<file path="src/shared/dsic_pkg.sv">
// dsic_pkg: constants and types shared by both ends of the command link
// Contract
// - each command only in its listed formats
// - crc error or unknown code: no reply
// - decode the 4-bit command code table
// - master keeps minimum gap between frames; dsic_master leaves the spacing to software
// - reply in next transfer, exactly one
// - before init, all other commands unrecognized
// - init frame layout: code, address, data, crc; frame_word holds address, data, code from the msb down
// - reset address is stored address or zero
// - invalid bank select: no init reply
// - otp enable bit permits otp programming
// - init tests downstream node, sets fault
// - close switch only if no fault, requested
// - wait blanking time after closing switch
// - stored address: master sends it twice
// - unstored: address zero, new address given
// - address check fails: no assign, no reply
// - otp crc uses zero address value; no otp crc is computed here, dsic_slave leaves it to an external block
// - after init, ignore further init frames
// - init reply layout sixteen bits plus crc
// - fault flag one on fault, else zero
// - ignore init assigning address zero
package dsic_pkg;
  // ****************************************************************
  // frame formats and command codes
  // ****************************************************************
  typedef enum logic [1:0] {
    dsic_std_long, dsic_std_short, dsic_enh_long, dsic_enh_short
  } dsic_fmt_t;
  localparam logic [3:0] CMD_INIT = 4'h0;
  localparam logic [3:0] CMD_STATUS = 4'h1;
  localparam logic [3:0] CMD_ACCEL = 4'h2;
  localparam logic [3:0] CMD_ID = 4'h4;
  localparam logic [3:0] CMD_CLEAR = 4'h7;
  localparam logic [3:0] CMD_NVM = 4'h9;
  localparam logic [3:0] CMD_FORMAT = 4'ha;
  localparam logic [3:0] CMD_REGRD = 4'hb;
  localparam logic [3:0] CMD_ST_OFF = 4'hc;
  localparam logic [3:0] CMD_ST_ON = 4'hd;
  localparam logic [3:0] ADDR_NONE = 4'h0;
  // init data byte field positions
  localparam int OTP_EN_BIT = 7;
  localparam int SW_REQ_BIT = 6;
  localparam int BANK_HI = 5;
  localparam int BANK_LO = 4;
  localparam int NEWADDR_HI = 3;
  // reply layout
  localparam int RSP_FAULT_BIT = 8;
  localparam logic [2:0] RSP_ZERO = 3'h0;
  localparam logic [1:0] BANK_BAD = 2'h3;
  // ****************************************************************
  // timing
  // ****************************************************************
  localparam int CLK_MHZ = 50;
  localparam int BLANK_US = 10;
  localparam int BLANK_CYC = BLANK_US * CLK_MHZ;
  localparam int TEST_CYC = 4;
  // apb map of the master controller
  localparam logic [7:0] REG_CMD = 8'h00;
  localparam logic [7:0] REG_STAT = 8'h04;
  localparam logic [7:0] REG_RSP = 8'h08;
  // 4-bit crc over a word, polynomial x^4+x+1, seed 1010
  function automatic logic [3:0] dsic_crc(input logic [19:0] d,
                                          input int n);
    logic [3:0] c;
    logic fb;
    c = 4'ha;
    for (int i = 19; i >= 0; i--) begin
      if (i < n) begin
        fb = c[3] ^ d[i];
        c = {c[2:0], 1'b0} ^ (fb ? 4'h3 : 4'h0);
      end
    end
    return c;
  endfunction : dsic_crc
endpackage : dsic_pkg

</file>
<file path="src/shared/dsic_link_if.sv">
// dsic_link_if: frame level link between master and slave
`timescale 1ns/1ps
interface dsic_link_if;
  import dsic_pkg::*;
  logic frame_valid;
  dsic_pkg::dsic_fmt_t frame_fmt;
  logic [19:0] frame_word;
  logic [3:0] frame_crc;
  logic rsp_valid;
  logic [15:0] rsp_word;
  logic [3:0] rsp_crc;
  modport master (output frame_valid, frame_fmt, frame_word, frame_crc,
                  input rsp_valid, rsp_word, rsp_crc);
  modport slave (input frame_valid, frame_fmt, frame_word, frame_crc,
                 output rsp_valid, rsp_word, rsp_crc);
endinterface : dsic_link_if

</file>
<file path="src/core/dsic_slave.sv">
// dsic_slave: slave command front end with full initialization
`timescale 1ns/1ps
module dsic_slave (
  // clock and reset
  input wire logic clk,
  input wire logic reset,
  // link to master
  dsic_link_if.slave link,
  // nonvolatile address and analog pins
  input wire logic [3:0] stored_address,
  input wire logic downstream_bus_node,
  // state toward the rest of the sensor
  output logic chain_switch_closed,
  output logic otp_prog_enable,
  output logic [1:0] nvm_bank,
  output logic [3:0] node_address,
  output logic initialized,
  output logic bus_fault_flag,
  output logic busy,
  output logic cmd_strobe,
  output logic [3:0] cmd_code,
  output logic [7:0] cmd_data
);
  import dsic_pkg::*;
  typedef enum {idle_s, test_s, blank_s} dsic_state_t;
  dsic_state_t state_q, state_d;
  logic [1:0] node_sync_q;
  logic load_q;
  logic [15:0] cnt_q;
  logic [7:0] init_data_q;
  logic [15:0] rsp_q;
  logic rsp_pend_q;
  logic [3:0] a_f, c_f;
  logic [7:0] d_f;
  logic crc_ok, fmt_ok, code_ok, addr_ok, init_ok, other_ok;
  logic [3:0] new_addr;
  logic [15:0] init_rsp;
  // ****************************************************************
  // frame decode
  // ****************************************************************
  assign d_f = link.frame_word[11:4];
  assign a_f = link.frame_word[15:12];
  assign c_f = link.frame_word[3:0];
  assign crc_ok = link.frame_crc == dsic_crc(link.frame_word, 16);
  assign new_addr = d_f[NEWADDR_HI:0];
  // formats allowed per code
  assign fmt_ok = (c_f == CMD_INIT)
    ? link.frame_fmt == dsic_std_long
    : (c_f == CMD_NVM || c_f == CMD_FORMAT || c_f == CMD_REGRD)
      ? (link.frame_fmt == dsic_std_long || link.frame_fmt == dsic_enh_long)
      : 1'b1;
  assign code_ok = c_f == CMD_INIT || c_f == CMD_STATUS
    || c_f == CMD_ACCEL || c_f == CMD_ID || c_f == CMD_CLEAR
    || c_f == CMD_NVM || c_f == CMD_FORMAT || c_f == CMD_REGRD
    || c_f == CMD_ST_OFF || c_f == CMD_ST_ON;
  // stored address must appear twice; unstored wants zero then new
  assign addr_ok = (stored_address != ADDR_NONE)
    ? (a_f == stored_address && new_addr == stored_address)
    : (a_f == ADDR_NONE);
  assign init_ok = link.frame_valid && crc_ok && fmt_ok
    && !initialized
    && c_f == CMD_INIT && addr_ok && new_addr != ADDR_NONE
    && d_f[BANK_HI:BANK_LO] != BANK_BAD && state_q == idle_s;
  assign other_ok = link.frame_valid && crc_ok && fmt_ok && code_ok
    && initialized && c_f != CMD_INIT
    && a_f == node_address;
  assign init_rsp = {init_data_q[NEWADDR_HI:0], RSP_ZERO,
                     node_sync_q[1], init_data_q};
  // ****************************************************************
  // init sequencer
  // ****************************************************************
  always_comb begin
    state_d = state_q;
    case (state_q)
      idle_s: if (init_ok) state_d = test_s;
      test_s: if (cnt_q == 16'(TEST_CYC - 1))
        state_d = (!node_sync_q[1] && init_data_q[SW_REQ_BIT]) ? blank_s
                                                              : idle_s;
      blank_s: if (cnt_q == 16'(BLANK_CYC - 1)) state_d = idle_s;
      default: state_d = idle_s;
    endcase
  end
  assign busy = state_q != idle_s;
  // accepted command handed on from flops, strobe aligned with its data
  always_ff @(posedge clk) begin
    if (reset) begin
      cmd_strobe <= 1'b0;
      cmd_code <= 4'h0;
      cmd_data <= 8'h00;
    end else begin
      cmd_strobe <= other_ok;
      if (other_ok) begin
        cmd_code <= c_f;
        cmd_data <= d_f;
      end
    end
  end
  // synchroniser for the downstream node, test sample
  always_ff @(posedge clk) begin
    node_sync_q <= {node_sync_q[0], downstream_bus_node};
  end
  always_ff @(posedge clk) begin
    if (reset) begin
      state_q <= idle_s;
      cnt_q <= 16'h0000;
    end else begin
      state_q <= state_d;
      cnt_q <= (state_d != state_q) ? 16'h0000 : cnt_q + 16'h0001;
    end
  end
  // state bits; address loaded once after reset from storage
  always_ff @(posedge clk) begin
    if (reset) begin
      load_q <= 1'b1;
      node_address <= 4'h0;
      initialized <= 1'b0;
      otp_prog_enable <= 1'b0;
      nvm_bank <= 2'h0;
      chain_switch_closed <= 1'b0;
      bus_fault_flag <= 1'b0;
      init_data_q <= 8'h00;
    end else begin
      load_q <= 1'b0;
      if (load_q) node_address <= stored_address;
      if (init_ok) init_data_q <= d_f;
      if (state_q == test_s && state_d != test_s) begin
        node_address <= init_data_q[NEWADDR_HI:0];
        initialized <= 1'b1;
        otp_prog_enable <= init_data_q[OTP_EN_BIT];
        nvm_bank <= init_data_q[BANK_HI:BANK_LO];
        bus_fault_flag <= node_sync_q[1];
        chain_switch_closed <= state_d == blank_s;
      end
    end
  end
  // one reply, shown with the next frame; crc over the sixteen reply bits, address included
  always_ff @(posedge clk) begin
    if (reset) begin
      rsp_pend_q <= 1'b0;
      rsp_q <= 16'h0000;
      link.rsp_valid <= 1'b0;
      link.rsp_word <= 16'h0000;
      link.rsp_crc <= 4'h0;
    end else begin
      link.rsp_valid <= 1'b0;
      if (state_q == test_s && state_d != test_s) begin
        rsp_pend_q <= 1'b1;
        rsp_q <= init_rsp;
      end
      if (link.frame_valid && rsp_pend_q) begin
        link.rsp_valid <= 1'b1;
        link.rsp_word <= rsp_q;
        link.rsp_crc <= dsic_crc({4'h0, rsp_q}, 16);
        rsp_pend_q <= 1'b0;
      end
    end
  end
  // user otp crc is computed externally with address forced to zero
endmodule : dsic_slave

</file>
<file path="src/flat_wrapper.sv">
// flat-port wrapper written by rule: the top's interface ports become plain ports
module dsic_slave_flat import dsic_pkg::*;
  (clk, reset, stored_address, downstream_bus_node, chain_switch_closed, otp_prog_enable, nvm_bank, node_address, initialized, bus_fault_flag, busy, cmd_strobe, cmd_code, cmd_data, link_frame_valid, link_frame_fmt, link_frame_word, link_frame_crc, link_rsp_valid, link_rsp_word, link_rsp_crc);
  dsic_link_if link_i ();
  input wire logic clk;
  input wire logic reset;
  input wire logic [3:0] stored_address;
  input wire logic downstream_bus_node;
  output logic chain_switch_closed;
  output logic otp_prog_enable;
  output logic [1:0] nvm_bank;
  output logic [3:0] node_address;
  output logic initialized;
  output logic bus_fault_flag;
  output logic busy;
  output logic cmd_strobe;
  output logic [3:0] cmd_code;
  output logic [7:0] cmd_data;
  input wire logic [$bits(link_i.frame_valid)-1:0] link_frame_valid;
  input wire logic [$bits(link_i.frame_fmt)-1:0] link_frame_fmt;
  input wire logic [$bits(link_i.frame_word)-1:0] link_frame_word;
  input wire logic [$bits(link_i.frame_crc)-1:0] link_frame_crc;
  output wire logic [$bits(link_i.rsp_valid)-1:0] link_rsp_valid;
  output wire logic [$bits(link_i.rsp_word)-1:0] link_rsp_word;
  output wire logic [$bits(link_i.rsp_crc)-1:0] link_rsp_crc;
  assign link_i.frame_valid = link_frame_valid;
  assign link_i.frame_fmt = link_frame_fmt;
  assign link_i.frame_word = link_frame_word;
  assign link_i.frame_crc = link_frame_crc;
  assign link_rsp_valid = link_i.rsp_valid;
  assign link_rsp_word = link_i.rsp_word;
  assign link_rsp_crc = link_i.rsp_crc;
  dsic_slave u_core (.clk(clk), .reset(reset), .link(link_i), .stored_address(stored_address), .downstream_bus_node(downstream_bus_node), .chain_switch_closed(chain_switch_closed), .otp_prog_enable(otp_prog_enable), .nvm_bank(nvm_bank), .node_address(node_address), .initialized(initialized), .bus_fault_flag(bus_fault_flag), .busy(busy), .cmd_strobe(cmd_strobe), .cmd_code(cmd_code), .cmd_data(cmd_data));
endmodule
</file>
<file path="config.mk">
export PLATFORM = sky130hd
export DESIGN_NAME = dsic_slave_flat
export DESIGN_NICKNAME = d
export VERILOG_FILES = /design/src/shared/dsic_pkg.sv /design/src/shared/dsic_link_if.sv /design/src/core/dsic_slave.sv /design/src/flat_wrapper.sv
export SDC_FILE = /design/constraint.sdc
export NUM_CORES = 1
export LEC_CHECK = 0
export ABC_AREA = 1
export ABC_CLOCK_PERIOD_IN_PS = 3100
export BUFFER_PORTS_ARGS = -buffer_cell sky130_fd_sc_hd__buf_4
export CAP_MARGIN = 20
export CORE_UTILIZATION = 29
export DETAILED_ROUTE_END_ITERATION = 8
export PLACE_DENSITY = 0.55
export REMOVE_ABC_BUFFERS = 1
export SLEW_MARGIN = 20
export SYNTH_ARGS = -nofsm -noshare
export SYNTH_HDL_FRONTEND = slang
export SYNTH_SLANG_ARGS = --single-unit
</file>
<file path="constraint.sdc">
create_clock -name clk -period 3.1 [get_ports clk]
set_input_delay 0.465 -clock clk [delete_from_list [all_inputs] [get_ports clk]]
set_output_delay 0.465 -clock clk [all_outputs]
set_load 0.01 [all_outputs]
</file>
# Word-level counts from Yosys, hierarchy flattened
# Cells that the tools add are included.
# classes
addsub	1
mul	0
div	0
n_lt_le_gt_ge	0
n_eq_ne	23
n_shift	0
n_mux	74
bitwise	59
n_reduce_logical	42
# op_table
operator	count
4-bit 2-to-1 mux	32
4-bit XOR	30
32-bit 2-to-1 mux	3
32-bit one-hot mux with 3 select lines	1
2-bit 2-to-1 mux	33
32-bit by 2-bit == test with 1-bit output, second input constant	2
32-bit zero test	2
32-bit by 1-bit == test with 1-bit output, second input constant	1
32-bit by 3-bit == test with 1-bit output, second input constant	1
32-bit by 2-bit inequality test with 1-bit output, second input constant	1
32-bit inequality test	1
32-bit nonzero test	1
1-bit XOR	26
4-bit == test, second input constant	5
16-bit by 1-bit adder with 16-bit output, second input constant	1
16-bit by 2-bit == test with 1-bit output, second input constant	1
16-bit by 9-bit == test with 1-bit output, second input constant	1
4-bit == test	4
1-bit logical AND	16
1-bit logical OR	12
4-bit nonzero test	3
4-bit by 3-bit == test with 1-bit output, second input constant	2
4-bit zero test	2
1-bit 2-to-1 mux	5
10 further kinds	13
# totals
register_bits	114
latchBits	0
mem_bits_rw	0
mem_bits_ro	0
input_bits	34
out_inout_bits	45
mem_count	0

# Longest topological paths before layout
# Gate-level depths: netlist (run 1).
# logic_depth
ltp_word	73
depth_mapped	26

# Worst setup path before layout (run 1)
# OpenSTA, ideal clock, no wires.
# synth_timing
kind	input-to-reg
startpoint	input port link_frame_word[15]
endpoint	register u_core.cnt_q[12]
arrival_ns	2.405
path_slack_ns	0.579
stages	25
n_path_buf	1
path_cell_list	inv_1 ha_1 inv_1 nand2_1 nand2_1 nand2_1 nand2_1 nand2_1 nand2_1 inv_1 nand2_1 nand2_1 nand2_1 nand2_1 nand2_1 nand2_1 nor2_1 nand2_1 nor2_2 nand3_2 nand2_1 nand3_1 nand2_2 buf_4 a21oi_1
# synth_via
elab_chain_cells	39
word_cells_on_any_way	57
classes_between	eq/ne (3); mux (16); bitwise (27); reduce/logical (11)
# synth_lines
element	line_no	rtl
start, declared	flat_wrapper.sv:21	input wire logic [$bits(link_i.frame_word)-1:0] link_frame_word;
2-bit 2-to-1 mux	dsic_pkg.sv:72	c = {c[2:0], 1'b0} ^ (fb ? 4'h3 : 4'h0);
4-bit XOR (2 in series)	dsic_pkg.sv:72	
1-bit XOR	dsic_pkg.sv:71	fb = c[3] ^ d[i];
2-bit 2-to-1 mux	dsic_pkg.sv:72	
4-bit XOR (3 in series)	dsic_pkg.sv:72	
1-bit XOR	dsic_pkg.sv:71	
2-bit 2-to-1 mux	dsic_pkg.sv:72	
4-bit XOR (3 in series)	dsic_pkg.sv:72	
[... 16 more ...]	-	
1-bit logical AND	dsic_slave.sv:61	&& !initialized
1-bit logical AND	dsic_slave.sv:62	&& c_f == CMD_INIT && addr_ok && new_addr != ADDR_NONE
1-bit logical AND (*) (2 in series)	dsic_slave.sv:62	
1-bit logical AND (*) (2 in series)	dsic_slave.sv:63	&& d_f[BANK_HI:BANK_LO] != BANK_BAD && state_q == idle_s;
32-bit 2-to-1 mux (*)	dsic_slave.sv:75	idle_s: if (init_ok) state_d = test_s;
32-bit one-hot mux with 3 select lines (*)	dsic_slave.sv:74	case (state_q)
32-bit inequality test (*)	dsic_slave.sv:108	cnt_q <= (state_d != state_q) ? 16'h0000 : cnt_q + 16'h0001;
2-bit OR reduction (no line) (*)	-	
end signal, assigned	dsic_slave.sv:108	
end, declared	dsic_slave.sv:29	logic [15:0] cnt_q;
# Mark *: on every way between the ends. The rest lies on a longest branch, timed or not.
# A chain may end at the register's enable or synchronous reset.

# Final worst setup path (run 1)
# layout_timing
startpoint	input port link_frame_word[14]
endpoint	register u_core.node_address[2]
# layout_via
elab_chain_cells	39
word_cells_on_any_way	58
classes_between	eq/ne (3); mux (16); bitwise (27); reduce/logical (12)
# layout_lines
element	line_no	rtl
1-bit XOR	dsic_pkg.sv:71	
2-bit 2-to-1 mux	dsic_pkg.sv:72	
4-bit XOR (3 in series)	dsic_pkg.sv:72	
1-bit XOR or 4-bit XOR (tied branches)	dsic_pkg.sv:71, dsic_pkg.sv:72	
2-bit 2-to-1 mux or 1-bit XOR (tied branches)	dsic_pkg.sv:72, dsic_pkg.sv:71	
4-bit XOR or 2-bit 2-to-1 mux (tied branches)	dsic_pkg.sv:72	
4-bit XOR (2 in series)	dsic_pkg.sv:72	
1-bit XOR or 4-bit XOR (tied branches)	dsic_pkg.sv:71, dsic_pkg.sv:72	
[... 18 more ...]	-	
1-bit logical AND	dsic_slave.sv:62	
1-bit logical AND (*) (2 in series)	dsic_slave.sv:62	
1-bit logical AND (*) (2 in series)	dsic_slave.sv:63	
32-bit 2-to-1 mux (*)	dsic_slave.sv:75	
32-bit one-hot mux with 3 select lines (*)	dsic_slave.sv:74	
32-bit by 2-bit inequality test with 1-bit output (*)	dsic_slave.sv:126	if (state_q == test_s && state_d != test_s) begin
1-bit logical AND (*)	dsic_slave.sv:126	
4-bit 2-to-1 mux or 2-bit nonzero test (tied branches)	-	
end signal, assigned	dsic_slave.sv:124	if (load_q) node_address <= stored_address;
end signal, assigned	dsic_slave.sv:127	node_address <= init_data_q[NEWADDR_HI:0];
end, declared	dsic_slave.sv:16	output logic [3:0] node_address,
# Marks and branches as above.

==> qor.yml, run 1 <==
final_layout:
  layout.cell_area.non_filler_um2: 5669
  area_growth_pct: 27.45
  drive_above_1_share_pct: 16.03
  multi_input_area_um2: 2090
  finalCoreUtilization_pct: 38.42
  final-instance-count-excl-fill: 889
  ff_latch_area_um2: 2042
  antenna_cells: 0
  layout.filler_cells: 1535
  final_nets: 736
hold_path:
  worstHoldPathCells: 1
  hold_class: "in2reg"
  hold_path.startpoint: "downstream_bus_node"
  hold_path_end: "u_core.node_sync_q[0]"
synth:
  sequential_share_of_the_synthesized_area_pct: 45.91
  post_synthesis_cell_area_um2: 4448
  post_synth_most_frequent_cells: "sky130_fd_sc_hd__nand2_1 (126), sky130_fd_sc_hd__dfxtp_1 (102), sky130_fd_sc_hd__inv_1 (80)"
  async_flop_share_pct: 0
  synth-edff-count: 0
  yosys-top-cells-area: "sky130_fd_sc_hd__dfxtp_1 (46%), sky130_fd_sc_hd__nand2_1 (11%), sky130_fd_sc_hd__inv_1 (6.8%), sky130_fd_sc_hd__nand3_1 (5.0%), sky130_fd_sc_hd__a21oi_1 (4.7%)"
  synth.top_cell.area_share_pct: 45.91
  yosysMostFrequentCell: "sky130_fd_sc_hd__nand2_1"
  postSynthRegisterBits: 102
  ys_dominant_reg_cell: "sky130_fd_sc_hd__dfxtp_1"
  netlist-cell-type-count: 35
  synth_largest_area_cell: "sky130_fd_sc_hd__dfxtp_1"
  total_of_warnings_raised_by_yosys: 0
  post_synth_inst_count: 592
  postSynthAreaPerCell_um2: 7.514
timing:
  post-route-min-period_ns: 2.758
  grt_setup_unrepaired: "no"
  final.period_utilization_pct: 88.97
  worst_clock_skew_ns: 0.005840
  worst_slew_margin_rel_pct: 58.19
  highest_attainable_clock_frequency_mhz: 362.6
  worstMarginPinSlew_ns: 0.6265
  fin_hold_ws_ns: 0.2300
  finalMaxSlewViolations: 0
  setup_violations: 0
  setup_tns_ns: 0
  fin_ws_ns: 0.3419
  finalHoldViolCount: 0
placement:
  placed_area_um2: 5344
  placement.io_buffers: 71
  dp.cells: 873
  place.gp.congestion: 0.8473
  post-dp-hpwl_um: 7969
  post-place-ws_ns: -0.03414
detailed_routing:
  drt_pre_antenna_iters: 4
  via_per_inst: 4.430
  routed-via-count: 3938
  ant_nets: 0
  routed_wl_um: 10270
  post_drt_wl_per_cell_um: 11.56
  drt_iter0_drc: 215
  post-route-drc-count: 0
critical_path:
  timing_startpoint_of_the_critical_path: "link_frame_word[14]"
  critPathCaptureType: "flop"
  reg2regPathDepth: 11
  path_max_fanout: 7
  critical_path.reg2reg.startpoint: "u_core.state_q[28]"
  wp_data_arrival_ns: 2.98
  timing_worst_setup_path_type: "in2reg"
  setup.worst_path.start_class: "input pin"
  cp.required_ns: 3.32
  r2r_setup_slack_ns: 0.68
  worst_r2r_endpoint: "u_core.node_address[2]"
clocking:
  h-tree-depth: 3
  worst_skew_late_latency_ns: 0.34
  post_cts.repair.setup_buffers: 0
  worst_setup_hold_path_clk_slew_ns: 0.06
  cts-root-to-sink-buffers: 2
  cts_made_buffers: 9
  tritoncts: "yes"
  cts-root-buf: "sky130_fd_sc_hd__clkbuf_16"
  tritoncts_num_sinks: 102
floorplan:
  initial_utilization_pct: 30.15
  rows: 44
  fp.dieH_um: 125.8
  die_area_um2: 15840
  floorplan.die.width_um: 125.8
  coreArea_um2: 14750
  ios: 79
grt:
  overflow: 0
  grt_antenna_before_repair: 0
  wire_length_of_the_first_global_routing_pass_um: 17140
  grt_use_total_pct: 13.53
  grt_max_degree: 26
  grt_pass1_vias: 3781
pwr:
  p_leak_nw: 2.528
  finalPower_mw: 2.797
  irDropWorstVdd_mv: 0.2874
  p_per_area_nw_per_um2: 493.4
status:
  run_status: "completed"
run:
  cap_viol_max_count: 0
## repair_timing
action	CTS	global route
gates resized for setup	0	1
setup endpoints to repair	0	2
hold buffers	0	0
## sequential cells by signal, summed over array words and instances, names as in the netlist, 2 cells and up
signal and flops:
u_core.cmd_code 4, u_core.cmd_data 8, u_core.cnt_q 16, u_core.init_data_q 8, u_core.link.rsp_crc 4, u_core.link.rsp_word 9
u_core.node_address 4, u_core.node_sync_q 2, u_core.rsp_q 8, u_core.state_q 32
## layout by cell type, fill, tap and decap left out, types with 2 or more instances in the layout
| cell type | Yosys | final |
|---|---|---|
| sky130_fd_sc_hd__nor4_1 | 13 | 13 |
| sky130_fd_sc_hd__o21a_1 | 6 | 6 |
| sky130_fd_sc_hd__conb_1 | 1 | 33 |
| sky130_fd_sc_hd__buf_4 | 11 | 86 |
| sky130_fd_sc_hd__nand3b_1 | 2 | 2 |
| sky130_fd_sc_hd__nor3_1 | 9 | 9 |
| sky130_fd_sc_hd__nand3_1 | 44 | 44 |
| sky130_fd_sc_hd__nand2_2 | 3 | 3 |
| sky130_fd_sc_hd__bufinv_16 | 0 | 2 |
| sky130_fd_sc_hd__clkbuf_16 | 0 | 9 |
| sky130_fd_sc_hd__o22ai_1 | 3 | 3 |
| sky130_fd_sc_hd__nand4_1 | 10 | 10 |
| sky130_fd_sc_hd__nor2_1 | 43 | 43 |
| sky130_fd_sc_hd__buf_12 | 0 | 2 |
| sky130_fd_sc_hd__xor2_1 | 18 | 18 |
| sky130_fd_sc_hd__o21ai_0 | 35 | 35 |
| sky130_fd_sc_hd__xnor2_1 | 14 | 14 |
| sky130_fd_sc_hd__dfxtp_1 | 102 | 102 |
| sky130_fd_sc_hd__nand2_1 | 126 | 126 |
| sky130_fd_sc_hd__inv_1 | 80 | 80 |
| sky130_fd_sc_hd__nand3_2 | 3 | 2 |
| sky130_fd_sc_hd__or2_2 | 2 | 2 |
| sky130_fd_sc_hd__a21oi_1 | 42 | 42 |
| sky130_fd_sc_hd__ha_1 | 2 | 2 |
| sky130_fd_sc_hd__clkbuf_1 | 7 | 3 |
## kinds of logic after synthesis
logic type / Yosys count / synth area share [%]
AOI/OAI and AO/OA: 92 / 11.22
xor gates and xnor gates: 32 / 6.301
adders and majority gates: 2 / 0.5625
buffers and inverters: 104 / 9.986
DFF: 102 / 45.91
other: 1 / 0.08431
and+or+nand+nor: 259 / 25.94
## critical path: stages
cell	delay, ns
sky130_fd_sc_hd__buf_4	0.09
sky130_fd_sc_hd__inv_2	0.03
sky130_fd_sc_hd__ha_1	0.36
sky130_fd_sc_hd__inv_1	0.10
sky130_fd_sc_hd__nand2_1	0.07
sky130_fd_sc_hd__nand2_1	0.07
sky130_fd_sc_hd__nand2_1	0.07
sky130_fd_sc_hd__nand2_1	0.07
sky130_fd_sc_hd__nand2_1	0.05
sky130_fd_sc_hd__nand2_1	0.13
sky130_fd_sc_hd__inv_1	0.09
sky130_fd_sc_hd__nand2_1	0.09
sky130_fd_sc_hd__nand2_1	0.05
sky130_fd_sc_hd__nand2_1	0.05
sky130_fd_sc_hd__nand2_1	0.07
sky130_fd_sc_hd__nand2_1	0.07
sky130_fd_sc_hd__nand2_1	0.05
sky130_fd_sc_hd__nor2_1	0.09
sky130_fd_sc_hd__nand2_1	0.07
sky130_fd_sc_hd__nor2_2	0.15
sky130_fd_sc_hd__nand3_4	0.14
sky130_fd_sc_hd__buf_4	0.20
sky130_fd_sc_hd__nand4_1	0.12
sky130_fd_sc_hd__nand2_1	0.08
sky130_fd_sc_hd__nor2_1	0.10
sky130_fd_sc_hd__nor2_1	0.04
## layout make-up
class | count | share of cell area, %
repair buffers | 88 | 12.09
clock inverters | 3 | 1.192
flip-flops and latches | 102 | 36.02
inverters | 81 | 5.363
multi-input cells | 418 | 36.86
clock buffers | 13 | 4.414
well taps | 184 | 4.061
## power breakdown
group          switching (mW)  internal [mW]  total, mW
Sequential            0.00964           1.34       1.35
Combinational           0.171          0.101      0.272
Clock                   0.449          0.730       1.18
## worst max path at each step
stage                                   to  cells after the start
floorplan           u_core.node_address[0]                     25
global placement    u_core.node_address[2]                     26
detailed placement  u_core.node_address[2]                     26
CTS                 u_core.node_address[2]                     26
global route        u_core.node_address[2]                     25
finish              u_core.node_address[2]                     26
## per-layer routing
metal / GRT usage [%] / wire, µm / vias to the layer above
met5: 0 / 0 / -
met4: 5.457 / 193 / 0
met3: 3.356 / 475 / 16
met2: 24.51 / 5109 / 89
met1: 15.15 / 4495 / 1748
li1: - / - / 2085
Note: power is estimated with default switching activity, not from simulation.
==> inputs of run 2 (changes only) <==
--- a/config.mk
+++ b/config.mk
@@ -5,7 +5,6 @@
 export SDC_FILE = /design/constraint.sdc
 export NUM_CORES = 1
 export LEC_CHECK = 0
-export ABC_AREA = 1
 export ABC_CLOCK_PERIOD_IN_PS = 3100
 export BUFFER_PORTS_ARGS = -buffer_cell sky130_fd_sc_hd__buf_4
 export CAP_MARGIN = 20
==> run 2 against run 1 <==
Effect of this change: clock power is essentially flat; highest routed layer unchanged; via count fell by 21%; routed wire length fell by 8.0%; final area fell by 5.2%.
==> qor.yml, run 2 <==
clocking:
  worst_skew_late_latency_ns: 0.35
  cts_hold_buffers: 0
  cts-root-to-sink-buffers: 2
  post_cts.repair.setup_buffers: 0
  cts-root-buf: "sky130_fd_sc_hd__clkbuf_16"
  h-tree-depth: 3
  ctsResizeCount: 0
  cts_made_buffers: 9
  tritoncts_num_sinks: 102
  tritoncts: "yes"
  worst_setup_hold_path_clk_slew_ns: 0.06
timing:
  worst_clock_skew_ns: 0.006556
  finalHoldViolCount: 0
  setup_tns_ns: 0
  grt_setup_unrepaired: "no"
  setup_violations: 0
  worst_slew_margin_rel_pct: 62.86
  final.period_utilization_pct: 76.59
  finalMaxSlewViolations: 0
  worstMarginPinSlew_ns: 0.5571
  fin_ws_ns: 0.7258
  highest_attainable_clock_frequency_mhz: 421.2
  fin_hold_ws_ns: 0.2186
  post-route-min-period_ns: 2.374
synth:
  postSynthAreaPerCell_um2: 10.26
  synth_largest_area_cell: "sky130_fd_sc_hd__dfxtp_1"
  netlist-cell-type-count: 51
  synth.top_cell.area_share_pct: 47.03
  total_of_warnings_raised_by_yosys: 0
  post_synth_inst_count: 423
  ys_dominant_reg_cell: "sky130_fd_sc_hd__dfxtp_1"
  yosys-top-cells-area: "sky130_fd_sc_hd__dfxtp_1 (47%), sky130_fd_sc_hd__mux2i_1 (8.1%), sky130_fd_sc_hd__xnor2_1 (5.6%), sky130_fd_sc_hd__nand2b_1 (4.2%), sky130_fd_sc_hd__xor2_1 (3.6%)"
  synth_top_family_by_area: "simple AND/OR/NAND/NOR gates"
  post_synth_mux_area_share_pct: 9.107
  async_flop_share_pct: 0
  synthAdderAreaFrac_pct: 0.5764
  post_synth_and_or_nand_nor_area_fraction_pct: 20.69
  yosysMostFrequentCell: "sky130_fd_sc_hd__dfxtp_1"
  sequential_share_of_the_synthesized_area_pct: 47.03
  post_synth_most_frequent_cells: "sky130_fd_sc_hd__dfxtp_1 (102), sky130_fd_sc_hd__mux2i_1 (35), sky130_fd_sc_hd__nand2b_1 (29)"
  yosys.area_share.xor_xnor_pct: 11.82
  synth-edff-count: 0
  synth_compound_area_share_pct: 5.994
  post_synthesis_cell_area_um2: 4342
  postSynthRegisterBits: 102
status:
  run_status: "completed"
detailed_routing:
  routed_wl_um: 9452
  via_per_inst: 4.441
  post_drt_wl_per_cell_um: 13.50
  post-route-drc-count: 0
  ant_nets: 0
  drt_pre_antenna_iters: 4
  drt_iter0_drc: 112
  routed-via-count: 3109
pwr:
  p_per_area_nw_per_um2: 512.9
  irDropWorstVdd_mv: 0.2621
  p_leak_nw: 2.174
run:
  cap_viol_max_count: 0
final_layout:
  most-common-layout-cells: "sky130_fd_sc_hd__dfxtp_1 (102), sky130_fd_sc_hd__buf_4 (74), sky130_fd_sc_hd__mux2i_1 (35)"
  final_nets: 547
  top_register: "u_core.state_q"
  biggestRegsByFlops: "u_core.state_q: 32 flops, u_core.cnt_q: 16 flops, u_core.link.rsp_word: 9 flops"
  layout_commonest_cell: "sky130_fd_sc_hd__dfxtp_1"
  drive_above_1_share_pct: 21.32
  final-instance-count-excl-fill: 700
  layout.filler_cells: 1480
  finalCoreUtilization_pct: 36.84
  area_growth_pct: 23.80
  antenna_cells: 0
  multi_input_area_um2: 2216
  largest_reg_flops: 32
  ff_latch_area_um2: 2042
placement:
  post-dp-hpwl_um: 6917
  dp.cells: 684
  post-place-ws_ns: 0.5872
  placement.io_buffers: 71
  place.gp.congestion: 0.7555
critical_path:
  critPathCaptureType: "primary output"
  critical_path.reg2reg.startpoint: "u_core.initialized"
  cp_top_family: "simple AND/OR/NAND/NOR gates"
  worst_r2r_endpoint: "u_core.init_data_q[5]"
  wp_data_arrival_ns: 1.91
  crit_path_top_delay_cell: "sky130_fd_sc_hd__nor3_1"
  reg2regPathDepth: 5
  setup.worst_path.start_class: "flop"
  cp.required_ns: 2.63
  path_max_fanout: 4
  timing.critical_path.cells: "nor4_1 -> nand4_1 -> nor3_1 -> nand2_1 -> buf_4"
  timing_startpoint_of_the_critical_path: "u_core.state_q[19]"
  r2r_setup_slack_ns: 0.92
  timing.critical_path.slowest_cell_delay_ns: 0.40
  timing_worst_setup_path_type: "reg2out"
  worst-path-buf-inv: 1
floorplan:
  floorplan.die.width_um: 124.4
  initial_utilization_pct: 29.76
  rows: 44
  fp.dieH_um: 124.4
  die_area_um2: 15460
  ios: 79
  coreArea_um2: 14590
grt:
  grt_pass1_vias: 3033
  overflow: 0
  grt_use_total_pct: 12.59
  wire_length_of_the_first_global_routing_pass_um: 15240
  grt_max_degree: 41
  grt_antenna_before_repair: 0
hold_path:
  hold_class: "in2reg"
  hold_path_end: "u_core.node_sync_q[0]"
  hold_path.startpoint: "downstream_bus_node"
  worstHoldPathCells: 1
run 2: changes by cell type in the layout (fill, tap and decap cells not counted), sizes merged, moves of 14 or more:
cell    previous run  this run
nand2            129        28
inv               81         7
nand3             47         8
mux2i              0        35
o21ai             35         2
a21oi             42        11
nand2b             0        29
xnor2             14        31
nor2              44        28
buf               88        74
nor3               9        23
run 2: final cells by class:
class | count | share of cell area, %
multi-input combinational | 318 | 41.22
clock buffer | 12 | 4.772
clock inverter | 4 | 0.9777
inverter | 6 | 0.4190
sequential | 102 | 37.99
tap | 184 | 4.283
timing repair buffer | 74 | 10.34
run 2: worst max-delay path by stage:
stage                               endpoint  slack [ns]  cells past startpoint
after floorplan             u_core.cnt_q[10]        0.91                      7
after global routing                    busy        0.50                      5
after CTS                               busy        0.66                      5
after detailed placement  u_core.cmd_code[1]        0.59                      7
after global placement    u_core.cmd_code[2]        0.59                      7
final                                   busy        0.73                      5
run 2: power breakdown:
part           internal [mW]  switching, mW
Clock                  0.673          0.493
Sequential              1.34         0.0109
Combinational          0.109          0.135
run 2: logic make-up after synthesis:
group / count (synthesis)
xor gates and xnor gates: 52
other: 1
DFF: 102
and+or+nand+nor: 160
muxes: 39
adders and majority gates: 2
AOI/OAI and AO/OA: 32
buffers and inverters: 35
run 2: metal layers:
layer | vias up | wire [µm] | global-route usage, %
met1 | 1433 | 4459 | 15.52
li1 | 1592 | - | -
met2 | 70 | 4377 | 20.25
met4 | 0 | 174 | 4.819
met3 | 14 | 440 | 4.124
met5 | - | 0 | 0
run 2: stage by stage:
| stage | power (mW) | area [µm²] |
|---|---|---|
| 2_1_floorplan | 1.531 | 4280 |
| 3_3_place_gp | 1.619 | 5066 |
| 3_5_place_dp | 1.621 | 5066 |
| 4_1_cts | 2.790 | 5375 |
| 5_1_grt | 2.863 | 5375 |
| 6_report | 2.757 | 5375 |
run 2: worst register-to-register path, stage by stage, from the launching register on:
cell,delay (ns)
sky130_fd_sc_hd__dfxtp_1,0.34
sky130_fd_sc_hd__or4_1,0.50
sky130_fd_sc_hd__a2111oi_0,0.38
sky130_fd_sc_hd__and4_1,0.36
sky130_fd_sc_hd__o221ai_4,0.26
sky130_fd_sc_hd__mux2i_1,0.20
